## config.mk

```make
export PLATFORM = sky130hd
export DESIGN_NAME = ccs_top
export DESIGN_NICKNAME = d
export VERILOG_FILES = /design/src/shared/ccs_pkg.sv /design/src/verilog/ccs_i2c_bit.sv /design/src/verilog/ccs_top.sv
export VERILOG_INCLUDE_DIRS = /design/src /design/src/shared
export SDC_FILE = /design/constraint.sdc
export NUM_CORES = 2
export LEC_CHECK = 0
export ABC_AREA = 0
export BUFFER_PORTS_ARGS = -buffer_cell sky130_fd_sc_hd__buf_4
export CELL_PAD_IN_SITES_DETAIL_PLACEMENT = 1
export CELL_PAD_IN_SITES_GLOBAL_PLACEMENT = 1
export CORE_ASPECT_RATIO = 1.2
export CORE_MARGIN = 4
export CORE_UTILIZATION = 25
export CTS_CLUSTER_SIZE = 24
export DETAILED_ROUTE_END_ITERATION = 6
export PLACE_DENSITY = 0.47
export SETUP_SLACK_MARGIN = 0.2
export SKIP_CTS_REPAIR_TIMING = 1
export SYNTH_ARGS = -nofsm -noshare
export SYNTH_HDL_FRONTEND = slang
export SYNTH_SLANG_ARGS = --single-unit
```

## constraint.sdc

```tcl
create_clock -name ref_clk_i -period 13.5 [get_ports ref_clk_i]
set_input_delay 0.675 -clock ref_clk_i [delete_from_list [all_inputs] [get_ports ref_clk_i]]
set_output_delay 0.675 -clock ref_clk_i [all_outputs]
set_load 0.01 [all_outputs]
```

## src/shared/ccs_defines.svh

```systemverilog
// Purpose: Constants of the converter correction store.
// Assumes: 20 MHz user clock, two-wire EEPROM at 100 kHz.
// Notes:   Header only, no logic.
//
// Overview of operation
// Serial clock and data are only pulled low or released, never driven high.
// Correction words are signed two's complement 16-bit, -32768 to +32767.
// Corrections count half converter LSBs, so arithmetic carries one extra fraction bit.
// Output data has the stored offset subtracted before reaching the output converter.
// Each input conversion result has the stored offset subtracted.
// Output data is multiplied by a factor derived from the stored gain word.
// Input results are multiplied by a factor covering amplifier and converter gain.
// Every input channel, gain and mode has one offset word and one gain word.
// A record is four bytes: offset high, offset low, gain high, gain low.
// Records run converter one to four, channel zero to three, four bytes apart.
// Differential range blocks sit 128 bytes apart; their upper halves are reserved.
// Single-ended gain 0.2 reuses the gain 0.16666 correction set.
// The voltage range stored beside each set can be read to confirm it.
// Each word is high byte from the lower address, concatenated with the low byte.
`ifndef CCS_DEFINES_SVH
`define CCS_DEFINES_SVH

// ----------------------------------------
// Timing
// ----------------------------------------
`define CCS_CLK_PERIOD_NS 50
`define CCS_SCL_PERIOD_NS 10000
`define CCS_QTR_CYC (((`CCS_SCL_PERIOD_NS / 4) + `CCS_CLK_PERIOD_NS - 1) / `CCS_CLK_PERIOD_NS)

// ----------------------------------------
// Byte map
// ----------------------------------------
`define CCS_DIFF_BASE   16'h0000
`define CCS_SE_BASE_DEF 16'h0400
`define CCS_ARNG_DEF    16'h3F00
`define CCS_DAC_DEF     16'h3E00
`define CCS_DRNG_DEF    16'h3F10
`define CCS_DEV_DEF     7'h50
`define CCS_BLK_SHIFT   7
`define CCS_CONV_SHIFT  4
`define CCS_CH_SHIFT    2
`define CCS_REC_BYTES   4
`define CCS_REC_LAST    2'd3
`define CCS_RNG_LAST    2'd0
`define CCS_B_OFS_HI    0
`define CCS_B_OFS_LO    1
`define CCS_B_GN_HI     2
`define CCS_B_GN_LO     3
`define CCS_ACK_BIT     4'd8

// ----------------------------------------
// Arithmetic
// ----------------------------------------
`define CCS_FRAC_SHIFT  1
`define CCS_GAIN_SHIFT  17
`define CCS_SAT_MAX     18'sh07FFF
`define CCS_SAT_MIN     -18'sh08000
`define CCS_OUT_MAX     16'sh7FFF
`define CCS_OUT_MIN     16'sh8000

`endif

```

## src/shared/ccs_pkg.sv

```systemverilog
// Purpose: Types of the converter correction store.
// Assumes: Constants come from ccs_defines.svh.
// Notes:   Types only.
package ccs_pkg;
	typedef enum logic [1:0] {CMD_START = 2'h0, CMD_STOP = 2'h1, CMD_WR = 2'h2, CMD_RD = 2'h3} ccs_cmd_e;
	typedef enum logic {B_IDLE = 1'b0, B_RUN = 1'b1} ccs_bit_e;
	typedef enum logic [3:0] {
		S_IDLE = 4'h0, S_START = 4'h1, S_DEVW = 4'h3, S_AHI = 4'h2, S_ALO = 4'h6,
		S_RSTART = 4'h7, S_DEVR = 4'h5, S_READ = 4'h4, S_STOP = 4'hC
	} ccs_seq_e;
	typedef enum logic [1:0] {J_ADC_REC = 2'h0, J_ADC_RNG = 2'h1, J_DAC_REC = 2'h2, J_DAC_RNG = 2'h3} ccs_job_e;
	typedef enum logic [1:0] {G_0166 = 2'h0, G_0200 = 2'h1, G_0400 = 2'h2, G_0800 = 2'h3} ccs_gain_e;
	typedef struct packed {
		logic signed [15:0] offset;
		logic signed [15:0] gain;
	} ccs_corr_s;
	typedef struct packed {
		logic               valid;
		logic signed [15:0] data;
	} ccs_smp_s;
	typedef struct packed {
		logic [1:0] conv;
		logic [1:0] ch;
		ccs_gain_e  gain;
		logic       se;
		logic [2:0] dac_ch;
	} ccs_sel_s;
endpackage

```

## src/verilog/ccs_i2c_bit.sv

```systemverilog
// Purpose: Two-wire bit engine: start, stop, byte write, byte read.
// Assumes: One command at a time, taken only while ready_o is high.
// Notes:   Each bit is four quarter periods; the slave may stretch the clock.
`timescale 1ns/1ps
`include "ccs_defines.svh"
module ccs_i2c_bit #(
	parameter int QTR = `CCS_QTR_CYC
) (
	input  wire logic             ref_clk_i,
	input  wire logic             sys_rst_i,
	input  wire logic             cmd_valid_i,
	input  wire ccs_pkg::ccs_cmd_e cmd_i,
	input  wire logic [7:0]       wdata_i,
	input  wire logic             mack_i,
	output logic                  ready_o,
	output logic                  done_o,
	output logic [7:0]            rdata_o,
	output logic                  nack_o,
	input  wire logic             scl_i,
	output logic                  scl_o,
	output logic                  scl_oe_n_o,
	input  wire logic             sda_i,
	output logic                  sda_o,
	output logic                  sda_oe_n_o
);
	import ccs_pkg::*;

	ccs_bit_e    st_q, st_d;
	ccs_cmd_e    cmd_q, cmd_d;
	logic [15:0] div_q, div_d;
	logic [1:0]  ph_q, ph_d;
	logic [3:0]  bit_q, bit_d;
	logic [7:0]  sh_q, sh_d;
	logic        scl_q, scl_d, sda_q, sda_d;
	logic        ack_q, ack_d, nack_q, nack_d, done_q, done_d;
	logic        tick;

	assign tick = (div_q == 16'h0000);

	// ----------------------------------------
	// Quarter-period sequencer
	// ----------------------------------------
	// Next values of the engine; scl_q and sda_q mean "released"
	always_comb begin
		st_d   = st_q;
		cmd_d  = cmd_q;
		ph_d   = ph_q;
		bit_d  = bit_q;
		sh_d   = sh_q;
		scl_d  = scl_q;
		sda_d  = sda_q;
		ack_d  = ack_q;
		nack_d = nack_q;
		done_d = 1'b0;
		div_d  = tick ? 16'(QTR - 1) : div_q - 16'h0001;
		case (st_q)
			B_IDLE: begin
				div_d = 16'(QTR - 1);
				if (cmd_valid_i) begin
					cmd_d = cmd_i;
					sh_d  = wdata_i;
					ack_d = mack_i;
					ph_d  = 2'd0;
					bit_d = 4'd0;
					st_d  = B_RUN;
				end
			end
			B_RUN: begin
				if (tick) begin
					ph_d = ph_q + 2'd1;
					case (cmd_q)
						// Data released first so a repeated start cannot look like a stop
						CMD_START: begin
							case (ph_q)
								2'd0: sda_d = 1'b1;
								2'd1: scl_d = 1'b1;
								2'd2: sda_d = 1'b0;
								default: begin
									scl_d  = 1'b0;
									done_d = 1'b1;
									st_d   = B_IDLE;
								end
							endcase
						end
						CMD_STOP: begin
							case (ph_q)
								2'd0: sda_d = 1'b0;
								2'd1: scl_d = 1'b1;
								2'd2: sda_d = 1'b1;
								default: begin
									done_d = 1'b1;
									st_d   = B_IDLE;
								end
							endcase
						end
						default: begin
							case (ph_q)
								2'd0: begin
									if (bit_q == `CCS_ACK_BIT) begin
										sda_d = (cmd_q == CMD_RD) ? ~ack_q : 1'b1;
									end else begin
										sda_d = (cmd_q == CMD_RD) ? 1'b1 : sh_q[7];
									end
								end
								2'd1: scl_d = 1'b1;
								2'd2: begin
									// Hold the phase while the slave stretches the clock
									if (!scl_i) begin
										ph_d = ph_q;
									end else if (bit_q == `CCS_ACK_BIT) begin
										nack_d = sda_i;
									end else begin
										sh_d = {sh_q[6:0], sda_i};
									end
								end
								default: begin
									scl_d = 1'b0;
									if (bit_q == `CCS_ACK_BIT) begin
										done_d = 1'b1;
										st_d   = B_IDLE;
									end else begin
										bit_d = bit_q + 4'd1;
									end
								end
							endcase
						end
					endcase
				end
			end
			default: st_d = B_IDLE;
		endcase
	end

	// Engine registers
	always_ff @(posedge ref_clk_i) begin
		if (sys_rst_i) begin
			st_q   <= B_IDLE;
			cmd_q  <= CMD_START;
			div_q  <= 16'h0000;
			ph_q   <= 2'd0;
			bit_q  <= 4'd0;
			sh_q   <= 8'h00;
			scl_q  <= 1'b1;
			sda_q  <= 1'b1;
			ack_q  <= 1'b0;
			nack_q <= 1'b0;
			done_q <= 1'b0;
		end else begin
			st_q   <= st_d;
			cmd_q  <= cmd_d;
			div_q  <= div_d;
			ph_q   <= ph_d;
			bit_q  <= bit_d;
			sh_q   <= sh_d;
			scl_q  <= scl_d;
			sda_q  <= sda_d;
			ack_q  <= ack_d;
			nack_q <= nack_d;
			done_q <= done_d;
		end
	end

	// Open drain: the pad only ever pulls low, a high comes from the pull-up
	assign scl_o      = 1'b0;
	assign sda_o      = 1'b0;
	assign scl_oe_n_o = scl_q;
	assign sda_oe_n_o = sda_q;
	assign ready_o    = (st_q == B_IDLE);
	assign done_o     = done_q;
	assign rdata_o    = sh_q;
	assign nack_o     = nack_q;
endmodule

```

## src/verilog/ccs_top.sv

```systemverilog
// Purpose: Fetches correction words from the serial EEPROM and applies them to converter data.
// Assumes: Selection is stable only at load_i; converter samples come as one-cycle valids.
// Notes:   Four reads per load: input record, input range, output record, output range.
`timescale 1ns/1ps
`include "ccs_defines.svh"
module ccs_top #(
	parameter logic [6:0]  EE_DEV    = `CCS_DEV_DEF,
	parameter logic [15:0] SE_BASE   = `CCS_SE_BASE_DEF,
	parameter logic [15:0] ARNG_BASE = `CCS_ARNG_DEF,
	parameter logic [15:0] DAC_BASE  = `CCS_DAC_DEF,
	parameter logic [15:0] DRNG_BASE = `CCS_DRNG_DEF,
	parameter int          QTR       = `CCS_QTR_CYC
) (
	input  wire logic               ref_clk_i,
	input  wire logic               sys_rst_i,
	input  wire logic               load_i,
	input  wire ccs_pkg::ccs_sel_s  sel_i,
	output logic                    busy_o,
	output logic                    loaded_o,
	output logic                    err_o,
	output ccs_pkg::ccs_corr_s      adc_corr_o,
	output ccs_pkg::ccs_corr_s      dac_corr_o,
	output logic [7:0]              adc_range_o,
	output logic [7:0]              dac_range_o,
	input  wire ccs_pkg::ccs_smp_s  adc_raw_i,
	output ccs_pkg::ccs_smp_s       adc_out_o,
	input  wire ccs_pkg::ccs_smp_s  dac_in_i,
	output ccs_pkg::ccs_smp_s       dac_out_o,
	input  wire logic               scl_i,
	output logic                    scl_o,
	output logic                    scl_oe_n_o,
	input  wire logic               sda_i,
	output logic                    sda_o,
	output logic                    sda_oe_n_o
);
	import ccs_pkg::*;

	ccs_seq_e    seq_q, seq_d;
	ccs_job_e    job_q, job_d;
	ccs_sel_s    sel_q, sel_d;
	ccs_gain_e   blk;
	ccs_corr_s   adc_q, adc_d, dac_q, dac_d;
	ccs_smp_s    aout_q, aout_d, dout_q, dout_d;
	logic [7:0]  byte_q [`CCS_REC_BYTES];
	logic [7:0]  byte_d [`CCS_REC_BYTES];
	logic [7:0]  arng_q, arng_d, drng_q, drng_d;
	logic [1:0]  cnt_q, cnt_d, last;
	logic        wait_q, wait_d, err_q, err_d, loaded_q, loaded_d;
	logic [15:0] rec_ofs, addr;
	ccs_cmd_e    cmd;
	logic [7:0]  wdata, eng_rdata;
	logic        cmd_valid, mack, eng_ready, eng_done, eng_nack;

	// ----------------------------------------
	// Correction arithmetic
	// ----------------------------------------
	// Work in half LSBs so an odd offset is not lost, then saturate back to 16 bits
	function automatic logic signed [15:0] ccs_apply(input logic signed [15:0] x, input ccs_corr_s c);
		logic signed [17:0] d2;
		logic signed [33:0] p;
		logic signed [18:0] y2;
		logic signed [17:0] y;
		d2 = (18'(x) <<< `CCS_FRAC_SHIFT) - 18'(c.offset);
		p  = 34'(d2) * 34'(c.gain);
		y2 = 19'(d2) + 19'(p >>> `CCS_GAIN_SHIFT);
		y  = 18'(y2 >>> `CCS_FRAC_SHIFT);
		if (y > `CCS_SAT_MAX) begin
			ccs_apply = `CCS_OUT_MAX;
		end else if (y < `CCS_SAT_MIN) begin
			ccs_apply = `CCS_OUT_MIN;
		end else begin
			ccs_apply = y[15:0];
		end
	endfunction

	// One pipeline stage per direction; the data outputs come from flip-flops
	always_comb begin
		aout_d = '{valid: adc_raw_i.valid, data: ccs_apply(adc_raw_i.data, adc_q)};
		dout_d = '{valid: dac_in_i.valid, data: ccs_apply(dac_in_i.data, dac_q)};
	end

	// ----------------------------------------
	// Byte map
	// ----------------------------------------
	// Single-ended 0.2 has no own set, so it falls back to the 0.16666 block
	always_comb begin
		blk     = (sel_q.se && sel_q.gain == G_0200) ? G_0166 : sel_q.gain;
		rec_ofs = (16'(blk) << `CCS_BLK_SHIFT) | (16'(sel_q.conv) << `CCS_CONV_SHIFT)
			| (16'(sel_q.ch) << `CCS_CH_SHIFT);
		case (job_q)
			J_ADC_REC: addr = (sel_q.se ? SE_BASE : `CCS_DIFF_BASE) + rec_ofs;
			J_ADC_RNG: addr = ARNG_BASE + 16'({sel_q.se, blk});
			J_DAC_REC: addr = DAC_BASE + (16'(sel_q.dac_ch) << `CCS_CH_SHIFT);
			default:   addr = DRNG_BASE + 16'(sel_q.dac_ch);
		endcase
		last = (job_q == J_ADC_REC || job_q == J_DAC_REC) ? `CCS_REC_LAST : `CCS_RNG_LAST;
	end

	// ----------------------------------------
	// Fetch sequencer
	// ----------------------------------------
	// Command for the current step: random read = start, write address, restart, read
	always_comb begin
		cmd   = CMD_START;
		wdata = 8'h00;
		mack  = 1'b0;
		case (seq_q)
			S_DEVW:  begin cmd = CMD_WR; wdata = {EE_DEV, 1'b0}; end
			S_AHI:   begin cmd = CMD_WR; wdata = addr[15:8]; end
			S_ALO:   begin cmd = CMD_WR; wdata = addr[7:0]; end
			S_DEVR:  begin cmd = CMD_WR; wdata = {EE_DEV, 1'b1}; end
			S_READ:  begin cmd = CMD_RD; mack = (cnt_q != last); end
			S_STOP:  cmd = CMD_STOP;
			default: cmd = CMD_START;
		endcase
		cmd_valid = (seq_q != S_IDLE) && !wait_q;
	end

	// Step advance; a missing acknowledge ends the load with a stop and err_o
	always_comb begin
		seq_d    = seq_q;
		job_d    = job_q;
		sel_d    = sel_q;
		cnt_d    = cnt_q;
		wait_d   = wait_q;
		err_d    = err_q;
		loaded_d = loaded_q;
		byte_d   = byte_q;
		adc_d    = adc_q;
		dac_d    = dac_q;
		arng_d   = arng_q;
		drng_d   = drng_q;
		if (cmd_valid && eng_ready) begin
			wait_d = 1'b1;
		end
		if (eng_done) begin
			wait_d = 1'b0;
			case (seq_q)
				S_START:  seq_d = S_DEVW;
				S_DEVW:   seq_d = eng_nack ? S_STOP : S_AHI;
				S_AHI:    seq_d = eng_nack ? S_STOP : S_ALO;
				S_ALO:    seq_d = eng_nack ? S_STOP : S_RSTART;
				S_RSTART: seq_d = S_DEVR;
				S_DEVR:   seq_d = eng_nack ? S_STOP : S_READ;
				S_READ: begin
					byte_d[cnt_q] = eng_rdata;
					if (cnt_q == last) begin
						seq_d = S_STOP;
					end else begin
						cnt_d = cnt_q + 2'd1;
					end
				end
				S_STOP: begin
					cnt_d = 2'd0;
					if (err_q) begin
						seq_d = S_IDLE;
					end else begin
						// High byte from the lower address lands in the upper eight bits
						case (job_q)
							J_ADC_REC: adc_d = {byte_q[`CCS_B_OFS_HI], byte_q[`CCS_B_OFS_LO],
								byte_q[`CCS_B_GN_HI], byte_q[`CCS_B_GN_LO]};
							J_ADC_RNG: arng_d = byte_q[0];
							J_DAC_REC: dac_d = {byte_q[`CCS_B_OFS_HI], byte_q[`CCS_B_OFS_LO],
								byte_q[`CCS_B_GN_HI], byte_q[`CCS_B_GN_LO]};
							default:   drng_d = byte_q[0];
						endcase
						if (job_q == J_DAC_RNG) begin
							seq_d    = S_IDLE;
							loaded_d = 1'b1;
						end else begin
							job_d = ccs_job_e'(job_q + 2'd1);
							seq_d = S_START;
						end
					end
				end
				default: seq_d = S_IDLE;
			endcase
			if (seq_q == S_DEVW || seq_q == S_AHI || seq_q == S_ALO || seq_q == S_DEVR) begin
				err_d = err_q | eng_nack;
			end
		end
		if (seq_q == S_IDLE && load_i) begin
			sel_d    = sel_i;
			job_d    = J_ADC_REC;
			cnt_d    = 2'd0;
			err_d    = 1'b0;
			loaded_d = 1'b0;
			seq_d    = S_START;
		end
	end

	// Sequencer and datapath registers; corrections reset to identity
	always_ff @(posedge ref_clk_i) begin
		if (sys_rst_i) begin
			seq_q    <= S_IDLE;
			job_q    <= J_ADC_REC;
			sel_q    <= '0;
			cnt_q    <= 2'd0;
			wait_q   <= 1'b0;
			err_q    <= 1'b0;
			loaded_q <= 1'b0;
			byte_q   <= '{default: 8'h00};
			adc_q    <= '0;
			dac_q    <= '0;
			arng_q   <= 8'h00;
			drng_q   <= 8'h00;
			aout_q   <= '0;
			dout_q   <= '0;
		end else begin
			seq_q    <= seq_d;
			job_q    <= job_d;
			sel_q    <= sel_d;
			cnt_q    <= cnt_d;
			wait_q   <= wait_d;
			err_q    <= err_d;
			loaded_q <= loaded_d;
			byte_q   <= byte_d;
			adc_q    <= adc_d;
			dac_q    <= dac_d;
			arng_q   <= arng_d;
			drng_q   <= drng_d;
			aout_q   <= aout_d;
			dout_q   <= dout_d;
		end
	end

	ccs_i2c_bit #(.QTR(QTR)) u_bit (
		.ref_clk_i   (ref_clk_i),
		.sys_rst_i   (sys_rst_i),
		.cmd_valid_i (cmd_valid),
		.cmd_i       (cmd),
		.wdata_i     (wdata),
		.mack_i      (mack),
		.ready_o     (eng_ready),
		.done_o      (eng_done),
		.rdata_o     (eng_rdata),
		.nack_o      (eng_nack),
		.scl_i       (scl_i),
		.scl_o       (scl_o),
		.scl_oe_n_o  (scl_oe_n_o),
		.sda_i       (sda_i),
		.sda_o       (sda_o),
		.sda_oe_n_o  (sda_oe_n_o)
	);

	assign busy_o      = (seq_q != S_IDLE);
	assign loaded_o    = loaded_q;
	assign err_o       = err_q;
	assign adc_corr_o  = adc_q;
	assign dac_corr_o  = dac_q;
	assign adc_range_o = arng_q;
	assign dac_range_o = drng_q;
	assign adc_out_o   = aout_q;
	assign dac_out_o   = dout_q;
endmodule

```

==> metrics.md <==
| Metric | Value |
|---|---|
| Router iterations before antenna repair | `7` |
| Grt ovf | `0` |
| Top cells by area, synth | `fa_1 (36%), dfxtp_1 (13%), ha_1 (9.8%)` |
| Io pins | `170` |
| Synthesized area per cell | `8.56 sq um` |
| Vias in the first global route | `28,220` |
| Worst Reg2Reg Path Length in Cells | `43` |
| Tot Pwr | `1.66 mW` |
| CP Class | `register to register` |
| Unique cell type count in the Yosys netlist | `86` |
| Number of port buffers | `167` |
| Post-synth EDFFs | `0` |
| Initial Util | `25.2%` |
| Status | `completed` |
| Synthesized instance count | `3,731` |
| Gpl congestion | `0.794` |
| Initial antenna violation count | `7` |
| FFs w/ async S/R, synth | `0%` |
| Sequential share of the synthesized area | `12.9%` |
| Share of Yosys cell area claimed by the top area cell type | `35.6%` |
| Largest net degree at the start of global routing | `66` |
| Worst slew margin | `34.5%` |
| Critical-path maximum fanout | `15` |
| Crit. End Element | `register` |
| Crit Reg-Reg Endpoint | `dac_out_o[5]$_SDFF_PP0_` |
| Primary FF master, synth | `dfxtp_1` |
| Total CTS buffers | `26` |
| DR iter-0 viols | `797` |
| Worst R2R Start | `dac_corr_o[17]$_SDFFE_PP0P_` |
| Die X | `334 microns` |
| CTS Sinks | `205` |
| Slowest-stage cell, CP | `fa_1` |
| Placeable Area | `127,000 sq um` |
| Clock skew | `0.0124 ns` |
| Cell taking the most area after synthesis | `fa_1` |
| Critical Path Source Type | `register` |
| Critical Path RT | `13.96 ns` |
| VDD IR max | `0.0864 mV` |
| DP Area | `35,300 sq um` |
| Clock Path Buffers | `3` |
| Hold path endpoint | `adc_out_o[16]$_SDFF_PP0_` |
| CP max stage delay | `0.56 ns` |
| WP data arrival | `12.84 ns` |
| LEAKAGE | `17.8 nW` |
| Final Hold Vio Count | `0` |
| Commonest non-fill, non-tap cell in the layout | `inv_1` |
| Via count | `24,789` |
| Most frequent cells in the layout | `inv_1 (708), nand2_1 (571), fa_1 (568)` |
| Fill cells | `15,108` |
| Crit path top cell by count | `fa_1` |
| Row count | `143` |
| Cell-internal power | `1.14 mW` |
| Synth Register Bits | `205` |
| GRT Total Usage | `16.6%` |
| Hold Path Depth | `2` |
| Switch share | `31.5%` |
| Setup tns final | `0 ns` |
| TritonCTS clock tree | `built` |
| Max frequency | `80.8 MHz` |
| Area Overhead vs Synth | `13.4%` |
| DIE AREA | `134,000 sq um` |
| Fin crit period | `12.38 ns` |
| Setup-failing EPs final | `0` |
| Period utilisation layout | `91.7%` |
| Fraction of layout cells with a size suffix above 1 | `8.98%` |
| Cell area power density | `45.9 nW/um^2` |
| Hold_sp | `adc_raw_i[16]` |
| Slew Limit Fails | `0` |
| Max-cap violations | `0` |
| Reg2reg setup slack | `1.12 ns` |
| Dpl ws | `0.495 ns` |
| Drt drc | `0` |
| Post-route ant nets | `0` |
| Die Y-Extent | `399 microns` |
| Via/cell ratio | `4.48` |
| Worst-Margin Slew | `0.978 ns` |
| H-tree levels | `1` |
| DP HPWL | `87,700 microns` |
| Logic pwr share | `18.4%` |
| Syn Std Cell Area | `31,900 sq um` |
| Final Instance Area | `36,200 sq um` |
| Hold Crit Class | `primary input to register` |
| Root Driver | `clkbuf_16` |
| Yosys warnings | `0` |
| Clock share of power | `42.8%` |
| Clk pin slew, worst setup/hold paths | `0.06 ns` |
| First-pass GRT wire length | `170,000 microns` |
| NetSw | `0.524 mW` |
| RSZ-0062 raised after global routing | `no` |
| Sequential share of power | `38.7%` |
| Nets | `4,713` |
| Total Wirelength | `109,000 microns` |
| DR WL/cell | `19.7 microns` |
| Worst skew pair latency | `0.58 ns` |
| Final setup margin | `1.12 ns` |
==> worst max-delay path, delay by kind of cell, from the launching register on <==
| kind | cells | cell delay, ns |
|---|---|---|
| fa+ha+maj | 9 | 3.86 |
| buf+inv | 3 | 0.49 |
| xor+xnor | 1 | 0.44 |
| compound gates | 22 | 5.42 |
| flops | 1 | 0.41 |
| mux | 1 | 0.20 |
| simple gates | 7 | 1.42 |
==> flip-flops by register name, summed over array words and instances, names as in the netlist, 8 cells and up <==
register       cells
dac_out_o         17
u_bit.div_q       16
byte_q            32
u_bit.rdata_o      8
dac_range_o        8
adc_range_o        8
sel_q             10
adc_corr_o        32
adc_out_o         17
dac_corr_o        32
==> cells in the mapped netlist (6+ instances only) <==
master / n
nor2b_1: 29
fa_1: 568
nand4_1: 11
o21a_1: 15
a21boi_0: 10
a211oi_1: 15
buf_4: 6
o21bai_1: 7
or3_1: 11
nor2_1: 157
nand3_1: 77
nand2_1: 571
mux2i_1: 9
o21ai_0: 59
ha_1: 250
buf_1: 7
inv_1: 708
a21o_1: 69
dfxtp_1: 205
and2_1: 252
and2b_1: 6
xnor2_1: 89
xor2_1: 32
nand2b_1: 21
a31o_2: 6
o31ai_1: 7
nor3b_1: 8
and3_1: 12
a21oi_1: 213
nor3_1: 32
clkbuf_1: 153
a31oi_1: 9
==> metal layers <==
metal	vias up	global-route usage, %	wire (microns)
met4	2	3.82	2670
li1	11691	-	-
met2	256	31.3	57100
met1	12751	20.1	46000
met3	89	2.14	3590
met5	-	0	13
==> through the flow <==
stage	hold slack, ns	utilization (%)	instances
after floorplan	0.433	-	3732
after global placement	0.443	27.9	5485
after detailed placement	0.448	27.9	5485
after CTS	0.272	28.6	5533
after global routing	0.286	28.6	5533
final	0.315	28.6	5538
==> cell families (layout without fill, tap and decap cells) <==
kind of cell             count (synthesis)  in the layout  synth area share, %
XOR/XNOR                               121            121                 3.32
buffers and inverters                  878           1012                 10.4
adder cells (fa/ha/maj)                820            820                 45.5
flip-flops                             205            205                 12.9
other                                    1              7               0.0117
multiplexers                            13             13                0.423
AND/OR/NAND/NOR                       1220           1220                 18.0
AO/OA/AOI/OAI                          473            473                 9.47
==> cell type report <==
cell class / instances / area (sq um) / area share (%)
Clock buffer: 35 / 744 / 2.06
Antenna cell: 5 / 12.5 / 0.0346
Inverter: 708 / 2660 / 7.34
Multi-Input combinational cell: 2649 / 24500 / 67.8
Sequential cell: 205 / 4100 / 11.3
Tap cell: 1667 / 2090 / 5.76
Timing Repair Buffer: 256 / 1930 / 5.32
Clock inverter: 13 / 121 / 0.335
==> power by group through the flow <==
stage	registers, mW	logic [mW]	clock network (mW)
floorplan	0.656	0.155	0
global placement	0.658	0.314	0
detailed placement	0.658	0.314	0
CTS	0.645	0.315	0.742
global route	0.647	0.336	0.767
finish	0.644	0.306	0.712
==> worst max-delay path by stage <==
stage,startpoint,to,slack [ns],cells past startpoint
after floorplan,dac_in_i[0],dac_out_o[9]$_SDFF_PP0_,2.67,45
final,dac_corr_o[17]$_SDFFE_PP0P_,dac_out_o[5]$_SDFF_PP0_,1.12,43
after CTS,dac_corr_o[17]$_SDFFE_PP0P_,dac_out_o[5]$_SDFF_PP0_,0.73,43
after detailed placement,dac_in_i[0],dac_out_o[5]$_SDFF_PP0_,0.49,43
after global placement,dac_in_i[0],dac_out_o[5]$_SDFF_PP0_,0.49,43
after global routing,dac_corr_o[18]$_SDFFE_PP0P_,dac_out_o[5]$_SDFF_PP0_,0.27,42
No activity file was read; power rests on OpenSTA's default activity.
